[config.mk]
export PLATFORM = sky130hd
export DESIGN_NAME = ild_input_level_detector
export DESIGN_NICKNAME = d
export VERILOG_FILES = /design/src/rtl/ild_pkg.sv /design/src/rtl/ild_input_level_detector.sv /design/src/rtl/ild_port_detector.sv
export SDC_FILE = /design/constraint.sdc
export NUM_CORES = 1
export LEC_CHECK = 0
export BUFFER_PORTS_ARGS = -buffer_cell sky130_fd_sc_hd__buf_4
export CORE_UTILIZATION = 34
export CTS_BUF_LIST = sky130_fd_sc_hd__clkbuf_4
export DETAILED_ROUTE_END_ITERATION = 16
export GPL_TIMING_DRIVEN = 0
export PLACE_DENSITY = 0.46
export SLEW_MARGIN = 20
export SYNTH_ARGS = -nofsm -noshare
export SYNTH_HDL_FRONTEND = slang
export SYNTH_SLANG_ARGS = --single-unit
[constraint.sdc]
create_clock -name mclk_i -period 8.1 [get_ports mclk_i]
set_clock_uncertainty 0.1 [all_clocks]
set_input_delay 1.62 -clock mclk_i [delete_from_list [all_inputs] [get_ports mclk_i]]
set_output_delay 1.62 -clock mclk_i [all_outputs]
set_load 0.005 [all_outputs]
[src/rtl/ild_pkg.sv]
// What this block does
// - Lower level met when top ten sample bits are at or below the low level.
// - Top ten sample bits at or above the high level make the indicator active.
// - A high sample loads the 20-bit hold counter; after the high excursion, low samples count it down one per clock.
// - A sample above the low level reloads the counter; counting restarts when low again.
// - The indicator goes inactive only after a full hold time of low samples.
// - A hold time of zero disables detection; software programs at least one.
// - Config bit 4 clear drives active high; set drives active low.
// - Config bit 3 clear: first output carries detection, second its complement.
// - Config bit 3 set: input select low steers to first, high to second.
// - Config bits 2 to 0 delay the indicator outputs.
// - Port B has its own registers and drives its own pair of outputs.
package ild_pkg;

	// Field widths.
	localparam int unsigned THR_W = 10;
	localparam int unsigned HOLD_W = 20;
	localparam int unsigned CFG_W = 5;
	localparam int unsigned LAT_W = 3;
	localparam int unsigned LAT_DEPTH = 8;

	// External microport addresses.
	localparam logic [2:0] EXT_DATA0 = 3'h0;
	localparam logic [2:0] EXT_DATA1 = 3'h1;
	localparam logic [2:0] EXT_DATA2 = 3'h2;
	localparam logic [2:0] EXT_SLEEP = 3'h3;
	localparam logic [2:0] EXT_CAR = 3'h6;
	localparam int unsigned SLEEP_ACCESS_BIT = 5;

	// Channel addresses of the input port registers.
	localparam logic [7:0] OFS_LOW_A = 8'h00;
	localparam logic [7:0] OFS_HIGH_A = 8'h01;
	localparam logic [7:0] OFS_HOLD_A = 8'h02;
	localparam logic [7:0] OFS_CFG_A = 8'h03;
	localparam logic [7:0] OFS_PORT_B = 8'h04;
	localparam logic [7:0] OFS_LAST = 8'h07;

	// Indicator config fields.
	localparam int unsigned CFG_POL_BIT = 4;
	localparam int unsigned CFG_ILV_BIT = 3;
	localparam int unsigned CFG_LAT_MSB = 2;

	// Values after reset.
	localparam logic [7:0] RST_BYTE = 8'h00;
	localparam logic [9:0] RST_THR = 10'h000;
	localparam logic [19:0] RST_HOLD = 20'h00000;
	localparam logic [4:0] RST_CFG = 5'h00;
	localparam logic [19:0] HOLD_ONE = 20'h00001;

	// Detector states.
	typedef enum logic {
		ILD_IDLE = 1'b0,
		ILD_HELD = 1'b1
	} ild_state_e;

endpackage

[src/rtl/ild_input_level_detector.sv]
`timescale 1ns/1ps
module ild_input_level_detector (
	// Clock and reset.
	input wire logic mclk_i,
	input wire logic rstn_i,
	// Microport, synchronous to the sample clock.
	input wire logic select_lower_half_n_i,
	input wire logic [2:0] up_addr_i,
	input wire logic up_wr_i,
	input wire logic up_rd_i,
	input wire logic [7:0] up_wdata_i,
	output logic [7:0] up_rdata_o,
	// Port A input and indicators.
	input wire logic [9:0] port_a_sample_i,
	input wire logic port_a_input_select_i,
	output logic port_a_level_out_first_o,
	output logic port_a_level_out_second_o,
	// Port B input and indicators.
	input wire logic [9:0] port_b_sample_i,
	input wire logic port_b_input_select_i,
	output logic port_b_level_out_first_o,
	output logic port_b_level_out_second_o
);

	logic [7:0] sleep_reg, sleep_next;
	logic [7:0] channel_addr_pointer_reg, channel_addr_pointer_next;
	logic [7:0] stage1_reg, stage1_next;
	logic [7:0] stage2_reg, stage2_next;
	logic [7:0] rdata_reg, rdata_next;
	logic [9:0] low_reg [2], low_next [2];
	logic [9:0] high_reg [2], high_next [2];
	logic [19:0] hold_reg [2], hold_next [2];
	logic [4:0] cfg_reg [2], cfg_next [2];
	logic wr, rd, access, in_map, port;
	logic [1:0] kind;
	logic [23:0] wword;
	logic [23:0] rword;

	// Strobes count only while the lower half select is low.
	assign wr = !select_lower_half_n_i && up_wr_i;
	assign rd = !select_lower_half_n_i && up_rd_i && !up_wr_i;
	assign access = sleep_reg[ild_pkg::SLEEP_ACCESS_BIT];
	assign in_map = channel_addr_pointer_reg <= ild_pkg::OFS_LAST;
	assign port = channel_addr_pointer_reg[2];
	assign kind = channel_addr_pointer_reg[1:0];
	assign wword = {stage2_reg, stage1_reg, up_wdata_i};

	// Register selected by the pointer, zero padded; unmapped pointers read zero.
	always_comb begin
		rword = 24'h000000;
		if (access && in_map) begin
			if (kind == ild_pkg::OFS_LOW_A[1:0]) begin
				rword = {14'h0000, low_reg[port]};
			end else if (kind == ild_pkg::OFS_HIGH_A[1:0]) begin
				rword = {14'h0000, high_reg[port]};
			end else if (kind == ild_pkg::OFS_HOLD_A[1:0]) begin
				rword = {4'h0, hold_reg[port]};
			end else begin
				rword = {19'h00000, cfg_reg[port]};
			end
		end
	end

	// Microport decode. A word commits on the write of its low byte, so the
	// upper bytes must be staged first; this keeps a 20-bit hold time from
	// being used half written.
	always_comb begin
		sleep_next = sleep_reg;
		channel_addr_pointer_next = channel_addr_pointer_reg;
		stage1_next = stage1_reg;
		stage2_next = stage2_reg;
		rdata_next = rdata_reg;
		for (int p = 0; p < 2; p++) begin
			low_next[p] = low_reg[p];
			high_next[p] = high_reg[p];
			hold_next[p] = hold_reg[p];
			cfg_next[p] = cfg_reg[p];
		end
		if (wr) begin
			if (up_addr_i == ild_pkg::EXT_SLEEP) begin
				sleep_next = up_wdata_i;
			end else if (up_addr_i == ild_pkg::EXT_CAR) begin
				channel_addr_pointer_next = up_wdata_i;
			end else if (up_addr_i == ild_pkg::EXT_DATA1) begin
				stage1_next = up_wdata_i;
			end else if (up_addr_i == ild_pkg::EXT_DATA2) begin
				stage2_next = up_wdata_i;
			end else if (up_addr_i == ild_pkg::EXT_DATA0 && access && in_map) begin
				// Port B sits four addresses above port A with the same layout.
				if (kind == ild_pkg::OFS_LOW_A[1:0]) begin
					low_next[port] = wword[9:0];
				end else if (kind == ild_pkg::OFS_HIGH_A[1:0]) begin
					high_next[port] = wword[9:0];
				end else if (kind == ild_pkg::OFS_HOLD_A[1:0]) begin
					hold_next[port] = wword[19:0];
				end else begin
					cfg_next[port] = wword[4:0];
				end
			end
		end
		if (rd) begin
			if (up_addr_i == ild_pkg::EXT_SLEEP) begin
				rdata_next = sleep_reg;
			end else if (up_addr_i == ild_pkg::EXT_CAR) begin
				rdata_next = channel_addr_pointer_reg;
			end else if (up_addr_i == ild_pkg::EXT_DATA0) begin
				rdata_next = rword[7:0];
			end else if (up_addr_i == ild_pkg::EXT_DATA1) begin
				rdata_next = rword[15:8];
			end else if (up_addr_i == ild_pkg::EXT_DATA2) begin
				rdata_next = rword[23:16];
			end else begin
				rdata_next = ild_pkg::RST_BYTE;
			end
		end
	end

	// Register file. Hold times clear at reset, which keeps detection off.
	always_ff @(posedge mclk_i or negedge rstn_i) begin
		if (!rstn_i) begin
			sleep_reg <= ild_pkg::RST_BYTE;
			channel_addr_pointer_reg <= ild_pkg::RST_BYTE;
			stage1_reg <= ild_pkg::RST_BYTE;
			stage2_reg <= ild_pkg::RST_BYTE;
			rdata_reg <= ild_pkg::RST_BYTE;
			for (int p = 0; p < 2; p++) begin
				low_reg[p] <= ild_pkg::RST_THR;
				high_reg[p] <= ild_pkg::RST_THR;
				hold_reg[p] <= ild_pkg::RST_HOLD;
				cfg_reg[p] <= ild_pkg::RST_CFG;
			end
		end else begin
			sleep_reg <= sleep_next;
			channel_addr_pointer_reg <= channel_addr_pointer_next;
			stage1_reg <= stage1_next;
			stage2_reg <= stage2_next;
			rdata_reg <= rdata_next;
			low_reg <= low_next;
			high_reg <= high_next;
			hold_reg <= hold_next;
			cfg_reg <= cfg_next;
		end
	end

	assign up_rdata_o = rdata_reg;

	// Port A detector.
	ild_port_detector u_port_a (
		.mclk_i(mclk_i),
		.rstn_i(rstn_i),
		.sample_i(port_a_sample_i),
		.input_select_i(port_a_input_select_i),
		.low_level_i(low_reg[0]),
		.high_level_i(high_reg[0]),
		.hold_time_i(hold_reg[0]),
		.config_i(cfg_reg[0]),
		.level_out_first_o(port_a_level_out_first_o),
		.level_out_second_o(port_a_level_out_second_o)
	);

	// Port B detector, independent settings.
	ild_port_detector u_port_b (
		.mclk_i(mclk_i),
		.rstn_i(rstn_i),
		.sample_i(port_b_sample_i),
		.input_select_i(port_b_input_select_i),
		.low_level_i(low_reg[1]),
		.high_level_i(high_reg[1]),
		.hold_time_i(hold_reg[1]),
		.config_i(cfg_reg[1]),
		.level_out_first_o(port_b_level_out_first_o),
		.level_out_second_o(port_b_level_out_second_o)
	);

	AST_NO_ACCESS: assert property (@(posedge mclk_i) disable iff (!rstn_i)
		wr && !access |=> hold_reg[0] == $past(hold_reg[0]) && hold_reg[1] == $past(hold_reg[1]))
		else $error("Register written without the access bit.");
	AST_HOLD_WRITE: assert property (@(posedge mclk_i) disable iff (!rstn_i)
		wr && up_addr_i == 3'h0 && access && channel_addr_pointer_reg == 8'h06
		|=> hold_reg[1] == $past(wword[19:0]) && hold_reg[0] == $past(hold_reg[0]))
		else $error("Port B hold time write misrouted.");
	AST_DESELECT: assert property (@(posedge mclk_i) disable iff (!rstn_i)
		select_lower_half_n_i |=> sleep_reg == $past(sleep_reg)
		&& channel_addr_pointer_reg == $past(channel_addr_pointer_reg))
		else $error("Write taken while deselected.");

	// Bus checks: every strobe lands only in the register that address and pointer name.
	AST_SLEEP_WRITE: assert property (@(posedge mclk_i) disable iff (!rstn_i)
		wr && up_addr_i == ild_pkg::EXT_SLEEP |=> sleep_reg == $past(up_wdata_i))
		else $error("Sleep register write lost.");
	AST_POINTER_WRITE: assert property (@(posedge mclk_i) disable iff (!rstn_i)
		wr && up_addr_i == ild_pkg::EXT_CAR |=> channel_addr_pointer_reg == $past(up_wdata_i))
		else $error("Pointer write lost.");
	AST_LOW_WRITE: assert property (@(posedge mclk_i) disable iff (!rstn_i)
		wr && up_addr_i == ild_pkg::EXT_DATA0 && access && channel_addr_pointer_reg == 8'h00
		|=> low_reg[0] == $past(wword[9:0]) && low_reg[1] == $past(low_reg[1]))
		else $error("Port A low level write misrouted.");
	AST_HIGH_WRITE: assert property (@(posedge mclk_i) disable iff (!rstn_i)
		wr && up_addr_i == ild_pkg::EXT_DATA0 && access && channel_addr_pointer_reg == 8'h05
		|=> high_reg[1] == $past(wword[9:0]) && high_reg[0] == $past(high_reg[0]))
		else $error("Port B high level write misrouted.");
	AST_CFG_WRITE: assert property (@(posedge mclk_i) disable iff (!rstn_i)
		wr && up_addr_i == ild_pkg::EXT_DATA0 && access && channel_addr_pointer_reg == 8'h03
		|=> cfg_reg[0] == $past(wword[4:0]) && cfg_reg[1] == $past(cfg_reg[1]))
		else $error("Port A config write misrouted.");
	AST_OUT_OF_MAP: assert property (@(posedge mclk_i) disable iff (!rstn_i)
		wr && up_addr_i == ild_pkg::EXT_DATA0 && !in_map
		|=> low_reg[0] == $past(low_reg[0]) && high_reg[0] == $past(high_reg[0])
		&& hold_reg[0] == $past(hold_reg[0]) && cfg_reg[0] == $past(cfg_reg[0])
		&& low_reg[1] == $past(low_reg[1]) && high_reg[1] == $past(high_reg[1])
		&& hold_reg[1] == $past(hold_reg[1]) && cfg_reg[1] == $past(cfg_reg[1]))
		else $error("Pointer outside the map changed a register.");
	AST_STAGED_ONLY: assert property (@(posedge mclk_i) disable iff (!rstn_i)
		wr && up_addr_i != ild_pkg::EXT_DATA0
		|=> hold_reg[0] == $past(hold_reg[0]) && hold_reg[1] == $past(hold_reg[1]))
		else $error("A staged byte committed a hold time.");
	AST_READ_HOLD: assert property (@(posedge mclk_i) disable iff (!rstn_i)
		rd && up_addr_i == ild_pkg::EXT_DATA0 && access && channel_addr_pointer_reg == 8'h06
		|=> up_rdata_o == $past(hold_reg[1][7:0]))
		else $error("Port B hold time low byte read wrong.");
	AST_READ_UNMAPPED: assert property (@(posedge mclk_i) disable iff (!rstn_i)
		rd && up_addr_i > ild_pkg::EXT_SLEEP && up_addr_i != ild_pkg::EXT_CAR
		|=> up_rdata_o == ild_pkg::RST_BYTE)
		else $error("Unmapped external address did not read zero.");
	AST_READ_STANDS: assert property (@(posedge mclk_i) disable iff (!rstn_i)
		!rd |=> up_rdata_o == $past(up_rdata_o))
		else $error("Read data changed without a read.");

endmodule

[src/rtl/ild_port_detector.sv]
`timescale 1ns/1ps
module ild_port_detector (
	// Clock and reset.
	input wire logic mclk_i,
	input wire logic rstn_i,
	// Sample and steering.
	input wire logic [9:0] sample_i,
	input wire logic input_select_i,
	// Settings.
	input wire logic [9:0] low_level_i,
	input wire logic [9:0] high_level_i,
	input wire logic [19:0] hold_time_i,
	input wire logic [4:0] config_i,
	// Indicator pair.
	output logic level_out_first_o,
	output logic level_out_second_o
);

	ild_pkg::ild_state_e state_reg, state_next;
	logic [19:0] cnt_reg, cnt_next;
	logic [1:0] hist_reg [1:ild_pkg::LAT_DEPTH-1];
	logic [1:0] hist_next [1:ild_pkg::LAT_DEPTH-1];
	logic first_reg, first_next, second_reg, second_next;
	logic at_low, at_high, active, pol, ilv;
	logic [2:0] lat;
	logic [1:0] tap;

	assign at_low = sample_i <= low_level_i;
	assign at_high = sample_i >= high_level_i;
	assign active = state_reg == ild_pkg::ILD_HELD;
	assign pol = config_i[ild_pkg::CFG_POL_BIT];
	assign ilv = config_i[ild_pkg::CFG_ILV_BIT];
	assign lat = config_i[ild_pkg::CFG_LAT_MSB:0];

	// Dwell tracking; a high sample wins over a low one if the levels overlap.
	always_comb begin
		state_next = state_reg;
		cnt_next = cnt_reg;
		if (hold_time_i == ild_pkg::RST_HOLD) begin
			state_next = ild_pkg::ILD_IDLE;
			cnt_next = ild_pkg::RST_HOLD;
		end else if (at_high) begin
			state_next = ild_pkg::ILD_HELD;
			cnt_next = hold_time_i;
		end else if (active) begin
			if (!at_low) begin
				cnt_next = hold_time_i;
			end else if (cnt_reg <= ild_pkg::HOLD_ONE) begin
				state_next = ild_pkg::ILD_IDLE;
			end else begin
				cnt_next = cnt_reg - ild_pkg::HOLD_ONE;
			end
		end
	end

	// Delay line holds detection and steering so both stay aligned.
	always_comb begin
		hist_next[1] = {active, input_select_i};
		for (int k = 2; k < ild_pkg::LAT_DEPTH; k++) begin
			hist_next[k] = hist_reg[k-1];
		end
		tap = (lat == 3'h0) ? {active, input_select_i} : hist_reg[lat];
		if (ilv) begin
			first_next = (tap[1] & ~tap[0]) ^ pol;
			second_next = (tap[1] & tap[0]) ^ pol;
		end else begin
			first_next = tap[1] ^ pol;
			second_next = ~tap[1] ^ pol;
		end
	end

	// Registers; all but the second output clear at reset (it sets), so the first output starts inactive.
	always_ff @(posedge mclk_i or negedge rstn_i) begin
		if (!rstn_i) begin
			state_reg <= ild_pkg::ILD_IDLE;
			cnt_reg <= ild_pkg::RST_HOLD;
			for (int k = 1; k < ild_pkg::LAT_DEPTH; k++) begin
				hist_reg[k] <= 2'h0;
			end
			first_reg <= 1'b0;
			second_reg <= 1'b1;
		end else begin
			state_reg <= state_next;
			cnt_reg <= cnt_next;
			hist_reg <= hist_next;
			first_reg <= first_next;
			second_reg <= second_next;
		end
	end

	assign level_out_first_o = first_reg;
	assign level_out_second_o = second_reg;

	AST_HIGH_SETS: assert property (@(posedge mclk_i) disable iff (!rstn_i)
		at_high && hold_time_i != 20'h00000 |=> state_reg == ild_pkg::ILD_HELD && cnt_reg == $past(hold_time_i))
		else $error("High sample did not arm the indicator.");
	AST_ZERO_OFF: assert property (@(posedge mclk_i) disable iff (!rstn_i)
		hold_time_i == 20'h00000 |=> state_reg == ild_pkg::ILD_IDLE)
		else $error("Zero hold time did not disable detection.");
	AST_COUNT_DOWN: assert property (@(posedge mclk_i) disable iff (!rstn_i)
		active && at_low && !at_high && cnt_reg > 20'h00001 && hold_time_i != 20'h00000
		|=> active && cnt_reg == $past(cnt_reg) - 20'h00001)
		else $error("Hold counter did not count a low sample.");
	AST_RELOAD: assert property (@(posedge mclk_i) disable iff (!rstn_i)
		active && !at_low && !at_high && hold_time_i != 20'h00000
		|=> active && cnt_reg == $past(hold_time_i))
		else $error("Hold counter not reloaded above the low level.");
	AST_RELEASE: assert property (@(posedge mclk_i) disable iff (!rstn_i)
		active && at_low && !at_high && cnt_reg == 20'h00001 |=> !active)
		else $error("Indicator not released after the hold time.");
	AST_STAY: assert property (@(posedge mclk_i) disable iff (!rstn_i)
		!active && !(at_high && hold_time_i != 20'h00000) |=> !active)
		else $error("Indicator became active without a high sample.");
	AST_COMPLEMENT: assert property (@(posedge mclk_i) disable iff (!rstn_i)
		!ilv |=> level_out_second_o == !level_out_first_o)
		else $error("Second output is not the complement in single mode.");
	AST_NO_DELAY: assert property (@(posedge mclk_i) disable iff (!rstn_i)
		config_i[3:0] == 4'h0 |=> level_out_first_o == ($past(active) ^ $past(pol)))
		else $error("Indicator does not follow detection with its polarity.");
	AST_STEER: assert property (@(posedge mclk_i) disable iff (!rstn_i)
		config_i == 5'h08 |=> level_out_second_o == $past(active && input_select_i))
		else $error("Interleaved steering wrong.");
	AST_DELAY3: assert property (@(posedge mclk_i) disable iff (!rstn_i)
		config_i[2:0] == 3'h3 && !ilv ##0 $past(rstn_i, 4)
		|=> level_out_first_o == ($past(active, 4) ^ $past(pol)))
		else $error("Delay of three cycles not applied.");

endmodule

==> metrics.txt <==
area of the multi-input gates 5430 µm²; most used cell, CP a21oi_1; Final WS setup 3.98 ns; Max clock buf depth 2; antenna violations before repair 2; Peak VDD IR 0.0000931 V; Post-synth ARST share 100%; PD cells 210 nW/µm²; crit path DAT 4.52 ns; fin crit period 4.12 ns; crit path cell chain buf_4 > ha_1 > o211ai_1 > a21oi_1 > o41ai_1 > a21oi_1 > nor2_1 > buf_1 > mux2_1 > a32o_1; slowest CP cell buf_1; Initial Util 34.5%; 1st-iter DRT viols 512; Synthesized Nets 1099; cell taking the most area after synthesis dfrtp_1; routed len/inst 22.0 µm; final WL 33.0 mm; element type at the critical path end flop; area share of the largest cell type after synthesis 45.5%; vias 8243; Crit path required time 8.50 ns; Post-synth EDFFs 0; Yosys cell types 68; Hold Path Origin u_port_b.hist_next[11]$_DFF_PN0_; Clk Latency, worst-skew pair 0.62 ns; period utilisation layout 50.8%; Yosys reg bits 200; full die area 32700 µm²; fin nets 1168; Ports 50; status completed; DR pass1 iterations 5; worst min path class reg2reg; Slew Viols, Final 0; Post-Syn Area 10900 µm²; row count 65; Worst Hold Slack 0.280 ns; post-route setup TNS 0 ns; Max Clock Freq 243 MHz; average size of a mapped cell 10.7 µm²; postcts setup bufs 0; Final Core Density 38.5%; H-tree levels 4; Post-Place Worst Slack 3.34 ns; final setup fails 0; Fin. Hold Viols 0; cell with the most instances after synthesis dfrtp_1; layout cells sized above 1 11.9%; synth warn 0; Antenna Nets Post-Route 0; beginning of the critical path port_b_sample_i[1]; CTS Buf Count 17; max-cap viol count 0; Layout fillers 3148; CTS Hold Buffers Added 0; reg2reg end high_reg[2]$_DFFE_PN0P_; relative slew slack 33.0%; Post-CTS Resized 0; largest net degree at the start of global routing 92; grt total ovfl 0; HPWL after DPL 24.9 mm; hold path cells 0; worst slew pin tran 0.997 ns; worst reg2reg path depth 7; Worst Path Class, Setup in2reg; Core Region 31600 µm²; Reg-to-Reg Start channel_addr_pointer_reg[3]$_DFFE_PN0P_; RSZ-0062 raised after global routing no; vias in the first global route 8311; GRT Util Overall 21.0%; Synth top cells by count dfrtp_1, mux2_1, nor2_1; Post-Syn Instances 1014; Worst-path clk slew 0.17 ns; post-route DRC violation count 0; GPL Wtd Cong 0.920; die width 181 µm; max reg flops 40; WHS Endpoint u_port_b.hist_next[9]$_DFF_PN0_; FF+latch area 5010 µm²; crit start category input port; Seq/Total Area, Yosys 46.0%; first-pass GRT wire length 51.5 mm; synth top area cells dfrtp_1, mux2_1, ha_1; clock net sink count 200; max incr delay on CP 0.56 ns; Worst R2R Setup Slack 4.55 ns; DR vias/cell 5.50; P&R area growth vs syn 11.5%; crit-path max FO 10; port bufs 48; root buffer cell clkbuf_4; chip height 181 µm; CTS tree yes; ys flop type dfrtp_1; leakage 5.51 nW
[critical path: cells and delay by family]
family	cells	cell delay, ns
buffers and inverters	2	0.68
adder cells (fa/ha/maj)	1	0.28
AO/OA/AOI/OAI	5	1.15
multiplexers	1	0.38
AND/OR/NAND/NOR	1	0.41
[layout make-up]
type	instances	area share, %
inverters	62	1.92
multi-input cells	699	44.7
clock buffers	18	1.11
flip-flops and latches	200	41.3
diodes	2	0.0412
repair buffers	50	3.48
plain buffers	53	1.80
well taps	402	4.14
clock inverters	14	1.52
[worst max path at each step]
stage                                       to  depth (start not counted)  slack, ns
2_1_floorplan  u_port_b.cnt_reg[3]$_DFFE_PN0P_                          9       4.02
3_3_place_gp   u_port_b.cnt_reg[7]$_DFFE_PN0P_                         10       3.32
3_5_place_dp   u_port_b.cnt_reg[7]$_DFFE_PN0P_                         10       3.34
4_1_cts        u_port_b.cnt_reg[3]$_DFFE_PN0P_                         10       4.04
5_1_grt        u_port_b.cnt_reg[3]$_DFFE_PN0P_                         10       3.83
6_report       u_port_b.cnt_reg[3]$_DFFE_PN0P_                         10       3.98
[power breakdown]
group	internal (mW)	leakage [nW]	total (mW)	switching (mW)
registers	1.10	2.59	1.19	0.0876
clock network	0.176	0.168	0.575	0.399
logic	0.296	2.74	0.791	0.495
total	1.57	5.51	2.55	0.982
[metal layers]
metal  vias up  global-route usage [%]  part of all wire [%]  wire length [µm]
li1       3895                       -                     -                 -
met1      4152                    28.5                    46             15200
met2       167                    35.2                    49             16200
met3        29                    2.42                   2.8               927
met4         0                    6.00                   2.0               653
met5         -                       0                     0                 0
[layout by cell type (no fill, tap or decap), types with 13 or more instances in the layout]
| master | Yosys | routed |
|---|---|---|
| mux2_1 | 116 | 116 |
| clkbuf_4 | 1 | 19 |
| clkbuf_1 | 41 | 41 |
| o21ai_1 | 54 | 54 |
| nor3_1 | 24 | 24 |
| mux4_2 | 13 | 13 |
| buf_4 | 1 | 48 |
| nand2_1 | 60 | 60 |
| mux2i_1 | 33 | 33 |
| a21oi_1 | 45 | 45 |
| dfrtp_1 | 198 | 198 |
| nor2_1 | 61 | 61 |
| ha_1 | 47 | 47 |
| inv_1 | 60 | 60 |
| a32o_1 | 15 | 15 |
| nand3_1 | 27 | 27 |
| nor4_1 | 30 | 30 |
| o21ai_0 | 21 | 21 |
[kinds of logic (layout without fill, tap and decap cells)]
group,after synthesis,in the layout,synth area share (%)
buffers and inverters,115,197,4.15
other,0,2,0
flip-flops,200,200,46.0
XOR/XNOR,4,4,0.322
multiplexers,170,170,18.5
AND/OR/NAND/NOR,265,265,12.6
AO/OA/AOI/OAI,213,213,12.9
adder cells (fa/ha/maj),47,47,5.40
[through the flow]
stage	instance area [µm²]	total power, mW	instances
floorplan	10900	1.73	1014
global placement	11800	1.99	1464
detailed placement	11800	1.99	1466
CTS	12100	2.58	1498
global route	12100	2.73	1500
finish	12100	2.55	1500
Power figures use the tool's default switching activity.
